## src/lgr_params.svh

```systemverilog
`ifndef LGR_PARAMS_SVH
`define LGR_PARAMS_SVH

// Register numbers seen by the master, as data addresses.
`define LGR_REG_GROSS_PROD_HI 16'h0000
`define LGR_REG_GROSS_PROD_LO 16'h0001
`define LGR_REG_GROSS_INTF_HI 16'h0002
`define LGR_REG_GROSS_INTF_LO 16'h0003
`define LGR_REG_GROSS_TOT_HI 16'h0004
`define LGR_REG_GROSS_TOT_LO 16'h0005
`define LGR_REG_ULLAGE_HI 16'h0006
`define LGR_REG_ULLAGE_LO 16'h0007
`define LGR_REG_NET_PROD_HI 16'h0008
`define LGR_REG_NET_PROD_LO 16'h0009
`define LGR_REG_ALARM_HI 16'h000A
`define LGR_REG_ALARM_LO 16'h000B
`define LGR_REG_VCF_ERR 16'h000C
`define LGR_REG_VOL_ERR 16'h000D
`define LGR_REG_CFG_ERR 16'h000E
// Data address of register 35198, the first one outside the map.
`define LGR_MAP_END 16'h144D

// Reserved answers and exception code.
`define LGR_RSV_WORD 16'h8000
`define LGR_EXC_ADDR 8'h02

// Alarm/status bit positions (bit 0 is the first documented bit).
`define LGR_BIT_INTF_HI 0
`define LGR_BIT_INTF_LO 1
`define LGR_BIT_PROD_HI 2
`define LGR_BIT_PROD_LO 3
`define LGR_BIT_LIM_HI 4
`define LGR_BIT_LIM_LO 5
`define LGR_BIT_TAVG_HI 6
`define LGR_BIT_TAVG_LO 7
`define LGR_BIT_MAGNET 8
`define LGR_BIT_TSENS0 9
`define LGR_BIT_TAVG_ERR 14

// Configuration limits.
`define LGR_TEC_MIN 32'h0000_0A8C
`define LGR_TEC_MAX 32'h0000_2454
`define LGR_ADDR_MIN 8'h01
`define LGR_ADDR_MAX 8'hF7
`define LGR_AVG_MAX 8'h3C
`define LGR_AVG_STEP 8'h05
`define LGR_DENS_MAX 4'h8
`define LGR_VOLU_MAX 4'h6
`define LGR_LENU_MAX 4'h6
`define LGR_MASSU_MAX 4'h5

// Configuration error bits in the own configuration status word.
`define LGR_CERR_METHOD 0
`define LGR_CERR_TEC 1
`define LGR_CERR_AVG 2
`define LGR_CERR_TUNIT 3
`define LGR_CERR_DUNIT 4
`define LGR_CERR_VUNIT 5
`define LGR_CERR_LUNIT 6
`define LGR_CERR_MUNIT 7
`define LGR_CERR_ADDR 8
`define LGR_CERR_ALMU 9

// Fixed-point divisor applied after the correction-factor product (x10000).
`define LGR_VCF_SCALE 32'h0000_2710

`endif

```

## src/lgr_pkg.sv

```systemverilog
package lgr_pkg;

  // Temperature correction methods.
  typedef enum logic [2:0] {
    LGR_METH_NONE = 3'h0,
    LGR_METH_HEAVY_OIL = 3'h1,
    LGR_METH_LIGHT_OIL = 3'h2,
    LGR_METH_CHEMICAL = 3'h3,
    LGR_METH_WIDE_CHEMICAL = 3'h4,
    LGR_METH_CUSTOM = 3'h5
  } lgr_method_t;

  typedef enum logic [1:0] {
    LGR_ALMU_VOLUME = 2'h2,
    LGR_ALMU_LENGTH = 2'h3
  } lgr_almu_t;

  // Read answer sequencing.
  typedef enum {
    LGR_ST_IDLE,
    LGR_ST_ANSWER
  } lgr_state_t;

endpackage

```

## src/lgr_alarm_cmp.sv

```systemverilog
`include "lgr_params.svh"

// One threshold pair: high when value >= hi limit, low when value <= lo.
module lgr_alarm_cmp (
  input wire logic sys_clk_i,
  input wire logic rstn_i,
  input wire logic signed [31:0] value_i,
  input wire logic signed [31:0] hi_lim_i,
  input wire logic signed [31:0] lo_lim_i,
  input wire logic enable_i,
  output logic high_o,
  output logic low_o
);

  typedef struct packed {
    logic high;
    logic low;
  } lgr_cmp_state_t;

  lgr_cmp_state_t state_ff;
  lgr_cmp_state_t nxt_state;

  // Comparisons are inclusive at both limits.
  always_comb begin
    nxt_state.high = enable_i && (value_i >= hi_lim_i);
    nxt_state.low = enable_i && (value_i <= lo_lim_i);
  end

  always_ff @(posedge sys_clk_i or negedge rstn_i) begin
    if (!rstn_i) begin
      state_ff <= '0;
    end else begin
      state_ff <= nxt_state;
    end
  end

  assign high_o = state_ff.high;
  assign low_o = state_ff.low;

endmodule

```

## src/lgr_level_gauge_regs.sv

```systemverilog
`include "lgr_params.svh"

// What this block does
// - 32-bit values sit in a high register then a low register.
// - Fractional quantities are sent pre-multiplied by their scale factor.
// - Correction method accepts codes 1 to 5 only.
// - Under the chemical method (3), expansion coefficient accepted only from 270.0 to 930.0.
// - Averaging code 0 means one second; 5 to 60 in fives.
// - Status bits 1-8 are interface, product, limit, temperature alarms.
// - Bit 9 magnet missing, 10-14 sensor errors, 15 average error.
// - Status bits read 1 while active; bits 16 to 32 read 0.
// - Correction-factor error reads 0 on success else code 1 to 9.
// - Volume error reads 0 on success else code 1 to 4.
// - Reserved address inside the map reads 8000H at an even register, 0000H at an odd one.
// - Reads at register 35198 and above answer exception code 02.
// - Temperature units: 0 Celsius, 1 Fahrenheit.
// - Density units take codes 0 to 8.
// - Volume and length units take codes 0 to 6.
// - Mass units take codes 0 to 5.
// - Device address accepted only from 1 to 247.
// - Alarm unit type 2 volume, 3 length; limits use length only.
// - High alarm at value >= threshold, low alarm at <= threshold.
// - Gross product is total minus interface with two floats, else the total; ullage capacity minus total.
// - Net product volume is gross product times correction factor.
// - Every register is read-only, by function 03 or 04.
// - Returned values are in the unit selected for their type.
module lgr_level_gauge_regs (
  input wire logic sys_clk_i,
  input wire logic rstn_i,
  // Register read request from the framing logic.
  input wire logic rd_req_i,
  input wire logic [7:0] rd_func_i,
  input wire logic [15:0] rd_addr_i,
  output logic rd_valid_o,
  output logic [15:0] rd_data_o,
  output logic rd_exc_o,
  output logic [7:0] rd_exc_code_o,
  // Settings, held by the configuration store.
  input wire logic [2:0] cfg_method_i,
  input wire logic [31:0] cfg_tec_i,
  input wire logic cfg_vol_mode_i,
  input wire logic [7:0] cfg_avg_code_i,
  input wire logic [3:0] cfg_temp_unit_i,
  input wire logic [3:0] cfg_dens_unit_i,
  input wire logic [3:0] cfg_vol_unit_i,
  input wire logic [3:0] cfg_len_unit_i,
  input wire logic [3:0] cfg_mass_unit_i,
  input wire logic [7:0] cfg_dev_addr_i,
  input wire logic [1:0] cfg_alarm_unit_i,
  input wire logic two_float_i,
  // Measurements, already scaled and in the selected unit.
  input wire logic signed [31:0] intf_meas_i,
  input wire logic signed [31:0] prod_meas_i,
  input wire logic signed [31:0] limit_meas_i,
  input wire logic signed [31:0] tavg_meas_i,
  input wire logic signed [31:0] intf_hi_lim_i,
  input wire logic signed [31:0] intf_lo_lim_i,
  input wire logic signed [31:0] prod_hi_lim_i,
  input wire logic signed [31:0] prod_lo_lim_i,
  input wire logic signed [31:0] limit_hi_lim_i,
  input wire logic signed [31:0] limit_lo_lim_i,
  input wire logic signed [31:0] tavg_hi_lim_i,
  input wire logic signed [31:0] tavg_lo_lim_i,
  input wire logic magnet_missing_i,
  input wire logic [4:0] tsens_err_i,
  input wire logic tavg_err_i,
  input wire logic [3:0] vcf_err_i,
  input wire logic [2:0] vol_err_i,
  input wire logic [31:0] gross_total_volume_i,
  input wire logic [31:0] gross_interface_volume_i,
  input wire logic [31:0] working_capacity_i,
  input wire logic [31:0] volume_correction_factor_i,
  // Decoded settings for the measurement logic.
  output logic strap_table_sel_o,
  output logic [5:0] avg_seconds_o,
  output logic [9:0] cfg_err_o,
  output logic [31:0] alarm_status_word_o
);

  typedef struct packed {
    lgr_pkg::lgr_state_t st;
    logic rd_valid;
    logic [15:0] rd_data;
    logic rd_exc;
    logic [7:0] rd_exc_code;
    logic strap_sel;
    logic [5:0] avg_sec;
    logic [9:0] cfg_err;
    logic [31:0] alarm_word;
    logic [31:0] gross_prod;
    logic [31:0] ullage;
    logic [31:0] net_prod;
  } lgr_top_state_t;

  lgr_top_state_t state_ff;
  lgr_top_state_t nxt_state;

  logic [7:0] alm_bits;
  logic len_alarms_ok;
  logic vol_ok;
  logic [63:0] net_wide;

  // Limit alarms are compared only in length units; others in either type.
  assign len_alarms_ok = (cfg_alarm_unit_i == 2'(lgr_pkg::LGR_ALMU_LENGTH));
  assign vol_ok = len_alarms_ok ||
    (cfg_alarm_unit_i == 2'(lgr_pkg::LGR_ALMU_VOLUME));

  lgr_alarm_cmp u_cmp_intf (
    .sys_clk_i(sys_clk_i),
    .rstn_i(rstn_i),
    .value_i(intf_meas_i),
    .hi_lim_i(intf_hi_lim_i),
    .lo_lim_i(intf_lo_lim_i),
    .enable_i(vol_ok),
    .high_o(alm_bits[`LGR_BIT_INTF_HI]),
    .low_o(alm_bits[`LGR_BIT_INTF_LO])
  );

  lgr_alarm_cmp u_cmp_prod (
    .sys_clk_i(sys_clk_i),
    .rstn_i(rstn_i),
    .value_i(prod_meas_i),
    .hi_lim_i(prod_hi_lim_i),
    .lo_lim_i(prod_lo_lim_i),
    .enable_i(vol_ok),
    .high_o(alm_bits[`LGR_BIT_PROD_HI]),
    .low_o(alm_bits[`LGR_BIT_PROD_LO])
  );

  lgr_alarm_cmp u_cmp_limit (
    .sys_clk_i(sys_clk_i),
    .rstn_i(rstn_i),
    .value_i(limit_meas_i),
    .hi_lim_i(limit_hi_lim_i),
    .lo_lim_i(limit_lo_lim_i),
    .enable_i(len_alarms_ok),
    .high_o(alm_bits[`LGR_BIT_LIM_HI]),
    .low_o(alm_bits[`LGR_BIT_LIM_LO])
  );

  // Temperature alarms do not depend on the alarm unit type.
  lgr_alarm_cmp u_cmp_tavg (
    .sys_clk_i(sys_clk_i),
    .rstn_i(rstn_i),
    .value_i(tavg_meas_i),
    .hi_lim_i(tavg_hi_lim_i),
    .lo_lim_i(tavg_lo_lim_i),
    .enable_i(1'b1),
    .high_o(alm_bits[`LGR_BIT_TAVG_HI]),
    .low_o(alm_bits[`LGR_BIT_TAVG_LO])
  );

  // The scaled factor is divided back out so the net value keeps its scale.
  assign net_wide = (state_ff.gross_prod * volume_correction_factor_i) /
    64'(`LGR_VCF_SCALE);

  // Decode settings, build the status word and answer read requests.
  always_comb begin
    logic [31:0] pair;
    logic in_pair;
    logic lo_half;
    pair = '0;
    in_pair = 1'b1;
    lo_half = rd_addr_i[0];
    nxt_state = state_ff;

    // Settings checks; a set bit marks a value outside its allowed codes.
    nxt_state.cfg_err = '0;
    nxt_state.cfg_err[`LGR_CERR_METHOD] =
      (cfg_method_i < 3'(lgr_pkg::LGR_METH_HEAVY_OIL)) ||
      (cfg_method_i > 3'(lgr_pkg::LGR_METH_CUSTOM));
    nxt_state.cfg_err[`LGR_CERR_TEC] =
      (cfg_method_i == 3'(lgr_pkg::LGR_METH_CHEMICAL)) &&
      ((cfg_tec_i < `LGR_TEC_MIN) || (cfg_tec_i > `LGR_TEC_MAX));
    nxt_state.cfg_err[`LGR_CERR_AVG] = (cfg_avg_code_i > `LGR_AVG_MAX) ||
      ((cfg_avg_code_i % `LGR_AVG_STEP) != 8'h00);
    nxt_state.cfg_err[`LGR_CERR_TUNIT] = (cfg_temp_unit_i > 4'h1);
    nxt_state.cfg_err[`LGR_CERR_DUNIT] =
      (cfg_dens_unit_i > `LGR_DENS_MAX);
    nxt_state.cfg_err[`LGR_CERR_VUNIT] =
      (cfg_vol_unit_i > `LGR_VOLU_MAX);
    nxt_state.cfg_err[`LGR_CERR_LUNIT] =
      (cfg_len_unit_i > `LGR_LENU_MAX);
    nxt_state.cfg_err[`LGR_CERR_MUNIT] =
      (cfg_mass_unit_i > `LGR_MASSU_MAX);
    nxt_state.cfg_err[`LGR_CERR_ADDR] = (cfg_dev_addr_i < `LGR_ADDR_MIN) ||
      (cfg_dev_addr_i > `LGR_ADDR_MAX);
    nxt_state.cfg_err[`LGR_CERR_ALMU] = !vol_ok;

    nxt_state.strap_sel = cfg_vol_mode_i;
    // An illegal averaging code falls back to the one-second default.
    if ((cfg_avg_code_i == 8'h00) || nxt_state.cfg_err[`LGR_CERR_AVG]) begin
      nxt_state.avg_sec = 6'h01;
    end else begin
      nxt_state.avg_sec = cfg_avg_code_i[5:0];
    end

    // Status word: upper bits stay zero for good.
    nxt_state.alarm_word = '0;
    nxt_state.alarm_word[7:0] = alm_bits;
    nxt_state.alarm_word[`LGR_BIT_MAGNET] = magnet_missing_i;
    nxt_state.alarm_word[`LGR_BIT_TSENS0 +: 5] = tsens_err_i;
    nxt_state.alarm_word[`LGR_BIT_TAVG_ERR] = tavg_err_i;

    // Volume relations; one float leaves the total as the product.
    nxt_state.gross_prod = two_float_i ?
      (gross_total_volume_i - gross_interface_volume_i) :
      gross_total_volume_i;
    nxt_state.ullage = working_capacity_i - gross_total_volume_i;
    nxt_state.net_prod = net_wide[31:0];

    // Answers last one cycle; the framing logic owns the reply.
    nxt_state.rd_valid = 1'b0;
    nxt_state.rd_exc = 1'b0;
    nxt_state.rd_exc_code = '0;
    case (state_ff.st)
      lgr_pkg::LGR_ST_IDLE: begin
        if (rd_req_i) begin
          nxt_state.st = lgr_pkg::LGR_ST_ANSWER;
          nxt_state.rd_valid = 1'b1;
          case (rd_addr_i)
            `LGR_REG_GROSS_PROD_HI, `LGR_REG_GROSS_PROD_LO:
              pair = state_ff.gross_prod;
            `LGR_REG_GROSS_INTF_HI, `LGR_REG_GROSS_INTF_LO:
              pair = gross_interface_volume_i;
            `LGR_REG_GROSS_TOT_HI, `LGR_REG_GROSS_TOT_LO:
              pair = gross_total_volume_i;
            `LGR_REG_ULLAGE_HI, `LGR_REG_ULLAGE_LO:
              pair = state_ff.ullage;
            `LGR_REG_NET_PROD_HI, `LGR_REG_NET_PROD_LO:
              pair = state_ff.net_prod;
            `LGR_REG_ALARM_HI, `LGR_REG_ALARM_LO:
              pair = state_ff.alarm_word;
            default: begin
              in_pair = 1'b0;
            end
          endcase
          if ((rd_func_i != 8'h03) && (rd_func_i != 8'h04)) begin
            // Writes and other functions are refused: map is read-only.
            nxt_state.rd_exc = 1'b1;
            nxt_state.rd_exc_code = 8'h01;
            nxt_state.rd_data = '0;
          end else if (rd_addr_i >= `LGR_MAP_END) begin
            nxt_state.rd_exc = 1'b1;
            nxt_state.rd_exc_code = `LGR_EXC_ADDR;
            nxt_state.rd_data = '0;
          end else if (in_pair) begin
            // High word at the even number, low word after it.
            nxt_state.rd_data = lo_half ? pair[15:0] : pair[31:16];
          end else if (rd_addr_i == `LGR_REG_VCF_ERR) begin
            nxt_state.rd_data = {12'h000, vcf_err_i};
          end else if (rd_addr_i == `LGR_REG_VOL_ERR) begin
            nxt_state.rd_data = {13'h0000, vol_err_i};
          end else if (rd_addr_i == `LGR_REG_CFG_ERR) begin
            nxt_state.rd_data = {6'h00, state_ff.cfg_err};
          end else begin
            // A reserved pair reads 8000H then 0000H, i.e. 80000000H.
            nxt_state.rd_data = (rd_addr_i[0] && rd_addr_i > 16'h000E) ?
              16'h0000 : `LGR_RSV_WORD;
          end
        end
      end
      lgr_pkg::LGR_ST_ANSWER: begin
        // One idle cycle between answers keeps each reply a clean pulse.
        nxt_state.st = lgr_pkg::LGR_ST_IDLE;
      end
      default: begin
        nxt_state.st = lgr_pkg::LGR_ST_IDLE;
      end
    endcase
  end

  always_ff @(posedge sys_clk_i or negedge rstn_i) begin
    if (!rstn_i) begin
      state_ff <= '0;
    end else begin
      state_ff <= nxt_state;
    end
  end

  assign rd_valid_o = state_ff.rd_valid;
  assign rd_data_o = state_ff.rd_data;
  assign rd_exc_o = state_ff.rd_exc;
  assign rd_exc_code_o = state_ff.rd_exc_code;
  assign strap_table_sel_o = state_ff.strap_sel;
  assign avg_seconds_o = state_ff.avg_sec;
  assign cfg_err_o = state_ff.cfg_err;
  assign alarm_status_word_o = state_ff.alarm_word;

endmodule

```

## config.mk

```make
export PLATFORM = sky130hd
export DESIGN_NAME = lgr_level_gauge_regs
export DESIGN_NICKNAME = d
export VERILOG_FILES = /design/src/lgr_pkg.sv /design/src/lgr_alarm_cmp.sv /design/src/lgr_level_gauge_regs.sv
export VERILOG_INCLUDE_DIRS = /design/src
export SDC_FILE = /design/constraint.sdc
export NUM_CORES = 2
export LEC_CHECK = 0
export BUFFER_PORTS_ARGS = -buffer_cell sky130_fd_sc_hd__clkbuf_2
export CORE_MARGIN = 5
export CORE_UTILIZATION = 55
export DETAILED_ROUTE_END_ITERATION = 12
export PLACE_DENSITY = 0.78
export SLEW_MARGIN = 20
export SYNTH_ARGS = -nofsm -noshare
export SYNTH_HDL_FRONTEND = slang
export SYNTH_SLANG_ARGS = --single-unit
```

## constraint.sdc

```tcl
create_clock -name sys_clk_i -period 51.9 [get_ports sys_clk_i]
set_clock_uncertainty 0.05 [all_clocks]
set_input_delay 7.785 -clock sys_clk_i [delete_from_list [all_inputs] [get_ports sys_clk_i]]
set_output_delay 7.785 -clock sys_clk_i [all_outputs]
set_load 0.005 [all_outputs]
```

# Word level (Yosys, flattened, before mapping)
# Cells that the tools add are included.
# op_classes
n_mul,1
reduce_logical,28
div,2
n_eq_ne,20
order_cmp,22
mux,18
add_sub_neg,2
# op_table
cell,count
case mux 32 bit (6 select lines),1
>= comparator 32 bit,4
<= comparator 32 bit,4
"== test 16 x 4 -> 1 bit, second input constant",7
2-to-1 mux 16 bit,7
"divider 64 x 14 -> 64 bit, second input constant",1
"== test 16 x 3 -> 1 bit, second input constant",4
multiplier 32 x 32 -> 64 bit,1
2-to-1 mux 32 bit,2
subtractor 32 bit,2
2-to-1 mux 58 bit,1
"== test 16 x 2 -> 1 bit, second input constant",2
"greater-than comparator 32 x 14 -> 1 bit, second input constant",1
logical NOT 32 bit,1
"less-than comparator 32 x 12 -> 1 bit, second input constant",1
2-to-1 mux 26 bit,1
2-to-1 mux 25 bit,1
"== test 16 x 1 -> 1 bit, second input constant",1
">= comparator 16 x 13 -> 1 bit, second input constant",1
"greater-than comparator 16 x 4 -> 1 bit, second input constant",1
logical NOT 16 bit,1
"greater-than comparator 4 x 3 -> 1 bit, second input constant",3
OR reduction 12 bit,1
OR reduction 2 bit,6
other kinds (22),38
# totals
regBits,194
output_inout_bits,75

# Longest topological paths before layout
# depth
ltp_word,11
depth_mapped,224

# Modules after synthesis
# Synthesis repeated with hierarchy kept, for this count alone.
# hier_totals
cells_unflattened,9154
hier_area_um2,73500.5
# by_module_without_submodules
module,instances,cells_each,area_each_um2
lgr_level_gauge_regs,1,8226,66819.1
lgr_alarm_cmp,4,232,1670.4

# Least setup slack after synthesis
# OpenSTA, ideal clock, no wires.
# synth_timing
path_type,input port to flip-flop
from,in volume_correction_factor_i[8]
to,reg state_ff[0] (netlist bit)
stages,203
setup_ns,0.090
slack_ns,-6.993
required_time_ns,51.760
n_path_buf,14
arrival_time_ns,58.753
path_cell_list,clkbuf_1 > nand2_1 > fa_1 > inv_1 > fa_1 > fa_1 > inv_1 > fa_1 > inv_1 > fa_1 > fa_1 > fa_1 > inv_1 > fa_1 > inv_1 > ha_1 > buf_6 > nand4_2 > (+167 left out) > nand3_2 > and3_1 > nor4b_2 > xnor2_1 > a41o_2 > a21oi_1 > o41ai_2 > a211o_1 > a31oi_1 > nand2b_1 > buf_6 > xnor2_1 > and2_2 > a2111o_1 > o221ai_1 > o31ai_1 > o41a_1 > o221ai_1
# synth_between
elab_chain_cells,2
# synth_lines
item,line_no,text
"start, declared",lgr_level_gauge_regs.sv:72,"input wire logic [31:0] volume_correction_factor_i,"
multiplier 32 x 32 -> 64 bit,lgr_level_gauge_regs.sv:154,assign net_wide = (state_ff.gross_prod * volume_correction_factor_i) /
divider 64 x 14 -> 64 bit,lgr_level_gauge_regs.sv:154,
via net_wide[0],lgr_level_gauge_regs.sv:101,logic [63:0] net_wide;
"end signal, assigned",lgr_level_gauge_regs.sv:277,state_ff <= nxt_state;
"end, declared",lgr_level_gauge_regs.sv:95,lgr_top_state_t state_ff;
# The timed path passes the listed nets, and every way through them passes these cells.
# A chain may end at the register's enable or synchronous reset.

# Final worst setup path
# layout_timing
from,in volume_correction_factor_i[28]
to,reg state_ff[0] (netlist bit)
# Same word-level chain as after synthesis.

==> results.md <==
* Status: finished, violations left
* Failing checks: negative setup slack
* Vias at 80000
* GRT Total Usage at 0.392
* Kind of critical path: in2reg
* Crit-path slowest cell: fa_1
* Crit-path most repeated cell: buf_4
* Top delay family on crit path: compound AO/OA/AOI/OAI gates
* CTS Buf Count at 17
* Final nets at 13700
* Initial antenna violation count at 34
* Fillers at 10200
* Synth async-reset ratio at 1.00
* Area grow syn2layout at 31.8%
* Post-Syn Area at 76400 µm²
* CP max stage delay at 0.59 ns
* Number of synthesized flops with an enable pin at 0
* RSZ-0062 raised after global routing: true
* CORE AREA at 138000 µm²
* Drt pass-1 iters at 6
* DR WL met2 at 136000 µm
* Post-route DRC violation count at 0
* Max-slew violation count at 0
* Initial Utilization at 0.555
* Hold crit path type: reg2reg
* Htree depth at 4
* CTS sink cnt at 157
* Most common cell in the netlist: inv_1
* Total Wirelength at 299000 µm
* Pre-CTS setup slack at -7.46 ns
* Chip Height at 383 µm
* Top Metal Used: met5
* Grt ovf at 0
* Area of the multi-input gates at 68500 µm²
* Clk slew on worst S/H paths at 0.07 ns
* RD Place Congestion at 1.07
* Die W at 383 µm
* Largest net degree at the start of global routing at 86
* Clock Latency Late Sink at 0.46 ns
* Required time worst endpoint at 52.22 ns
* First-pass GRT wire length at 456000 µm
* Post-DP HPWL at 255000 µm
* I/O pin cnt at 703
* Post-Syn Instances at 9112
* Top cells by count, synth: 1275 x inv_1, 970 x nand2_1, 898 x fa_1, 584 x ha_1, 523 x and2_1
* Min cycle time layout at 57.64 ns
* Sequential area share after synthesis at 0.0514
* Die area at 147000 µm²
* Placed Cells at 13200
* Final std cells w/o fill at 13400
* Final count of negative-setup-slack endpoints at 7
* Type of origin of the critical path: primary input
* CP max FO at 8
* Vias in the first global route at 82300
* FMAX at 0.0173 GHz
* Main area contributors after synthesis: fa_1 24%, ha_1 9.6%, inv_1 6.3%
* IO Port Bufs at 677
* Yosys reg bits at 157
* Final ANT Viol Nets at 0
* Final Cycle Share at 1.11
* Post-synth top area share at 0.235
* Hold slack at 0.303 ns
* Max-cap violations at 0
* Top FF cell, synth: dfrtp_1
* Post-CTS Hold Buffers at 0
* Least-Margin Pin Slew at 1.34 ns
* Syn_area_per_cell at 8.39 µm²
* Worst EP arrival at 57.96 ns
* TritonCTS clock tree: built
* Synth cell types at 225
* Min setup slack post-route at -5.74 ns
* Wl on met1 at 110000 µm
* Final hold violation count at 0
* Initial DRC Count at 6946
* Tightest slew margin relative to the limit at 0.0977
* Wirelength per Cell at 22.4 µm
* FP Rows at 136
* Crit path buf inv count at 37
* Synth area leader: fa_1
* Via density at 5.97
* Reg2Reg Setup Slack at 0.52 ns
* Setup TNS at -24.18 ns
* Sequential Area at 3930 µm²
* Clk Tree Root Cell: clkbuf_16
* Endpoint class of the critical path: register
* Synth Warn # at 0
* DR WL met3 at 27700 µm
* Share of layout cells above drive strength 1 at 0.365
* CTS max path bufs at 2
-- placed cells by master, fill, tap and decap left out, drive strengths merged, types with 40 or more instances in the layout --
cell / Yosys / layout
nand2b: 89 / 89
a22oi: 52 / 52
a221oi: 57 / 57
nand4: 136 / 136
mux2i: 73 / 73
a31oi: 91 / 91
and3: 63 / 63
nand3: 148 / 148
fa: 898 / 898
or2: 63 / 63
diode: 0 / 42
nand2: 1003 / 1003
nor4: 63 / 63
nor2b: 80 / 80
o211ai: 99 / 99
o31ai: 65 / 65
o21a: 56 / 56
inv: 1284 / 1289
ha: 584 / 584
nor2: 412 / 412
and2: 569 / 569
nor3: 188 / 188
a2111oi: 40 / 40
xnor2: 266 / 266
a21oi: 448 / 448
o21ai: 426 / 426
a211oi: 84 / 84
clkbuf: 237 / 692
or3: 53 / 53
buf: 214 / 2172
dfrtp: 157 / 157
a21o: 181 / 181
xor2: 159 / 159
-- registers in the layout, indices dropped and copies added (netlist names), 2 cells and up --
name                 count
state_ff                97
rd_data_o               16
alarm_status_word_o     15
cfg_err_o               10
avg_seconds_o            6
rd_exc_code_o            2
-- worst register-to-register path: cells and delay by family (launching register included) --
| family | cells | cell delay [ns] |
|---|---|---|
| AOI/OAI and AO/OA | 101 | 25.04 |
| and+or+nand+nor | 47 | 11.90 |
| adders and majority gates | 11 | 5.27 |
| buffers and inverters | 36 | 5.06 |
| xor gates and xnor gates | 12 | 2.10 |
| DFF | 1 | 1.08 |
| muxes | 3 | 0.81 |
-- metal layers --
metal  vias up  GRT usage
met2      4084      0.628
met1     39000      0.472
li1      35900          -
met3       929     0.0894
met4        18      0.264
met5         -    0.00298
-- worst paths after layout --
path / start / cells past startpoint / endpoint
max: volume_correction_factor_i[28] / 211 / state_ff[0]$_DFF_PN0_
min: u_cmp_limit.high_o$_DFF_PN0_ / 0 / alarm_status_word_o[4]$_DFF_PN0_
max reg2reg: state_ff[86]$_DFF_PN0_ / 210 / state_ff[0]$_DFF_PN0_
min reg2reg: u_cmp_limit.high_o$_DFF_PN0_ / 0 / alarm_status_word_o[4]$_DFF_PN0_
max in group asynchronous: rstn_i / 2 / state_ff[79]$_DFF_PN0_
min in group asynchronous: rstn_i / 1 / strap_table_sel_o$_DFF_PN0_
-- through the flow --
stage / instance area [µm²] / util
3_3_place_gp: 95400 / 0.692
6_report: 101000 / 0.731
5_1_grt: 101000 / 0.731
4_1_cts: 98200 / 0.712
2_1_floorplan: 77600 / -
3_5_place_dp: 95400 / 0.692
-- what timing repair did --
action / CTS / global route
cloned: 1 / 0
resized for setup: 299 / 332
pin swaps: 187 / 178
buffers inserted: 80 / 74
setup endpoints to repair: 8 / 10
-- cell families after synthesis --
kind of cell,count (synthesis),synth area share
buf+inv,1758,0.107
compound gates,2143,0.222
fa+ha+maj,1508,0.334
xor+xnor,427,0.0574
simple gates,3012,0.212
flops,157,0.0514
other cells,1,0.0000491
mux,106,0.0161
-- final cells by class --
class                           instances  area share
Sequential cell                       157      0.0390
Antenna cell                           42     0.00104
Tap cell                             1794      0.0223
Clock buffer                           18     0.00426
Clock inverter                         14     0.00153
Multi-Input combinational cell       7220       0.681
Timing Repair Buffer                 2846       0.201
Inverter                             1298      0.0499
Power is left out: the tool's default activity adds up to more than one toggle a clock period on the data nets, which glitch-free logic cannot reach.
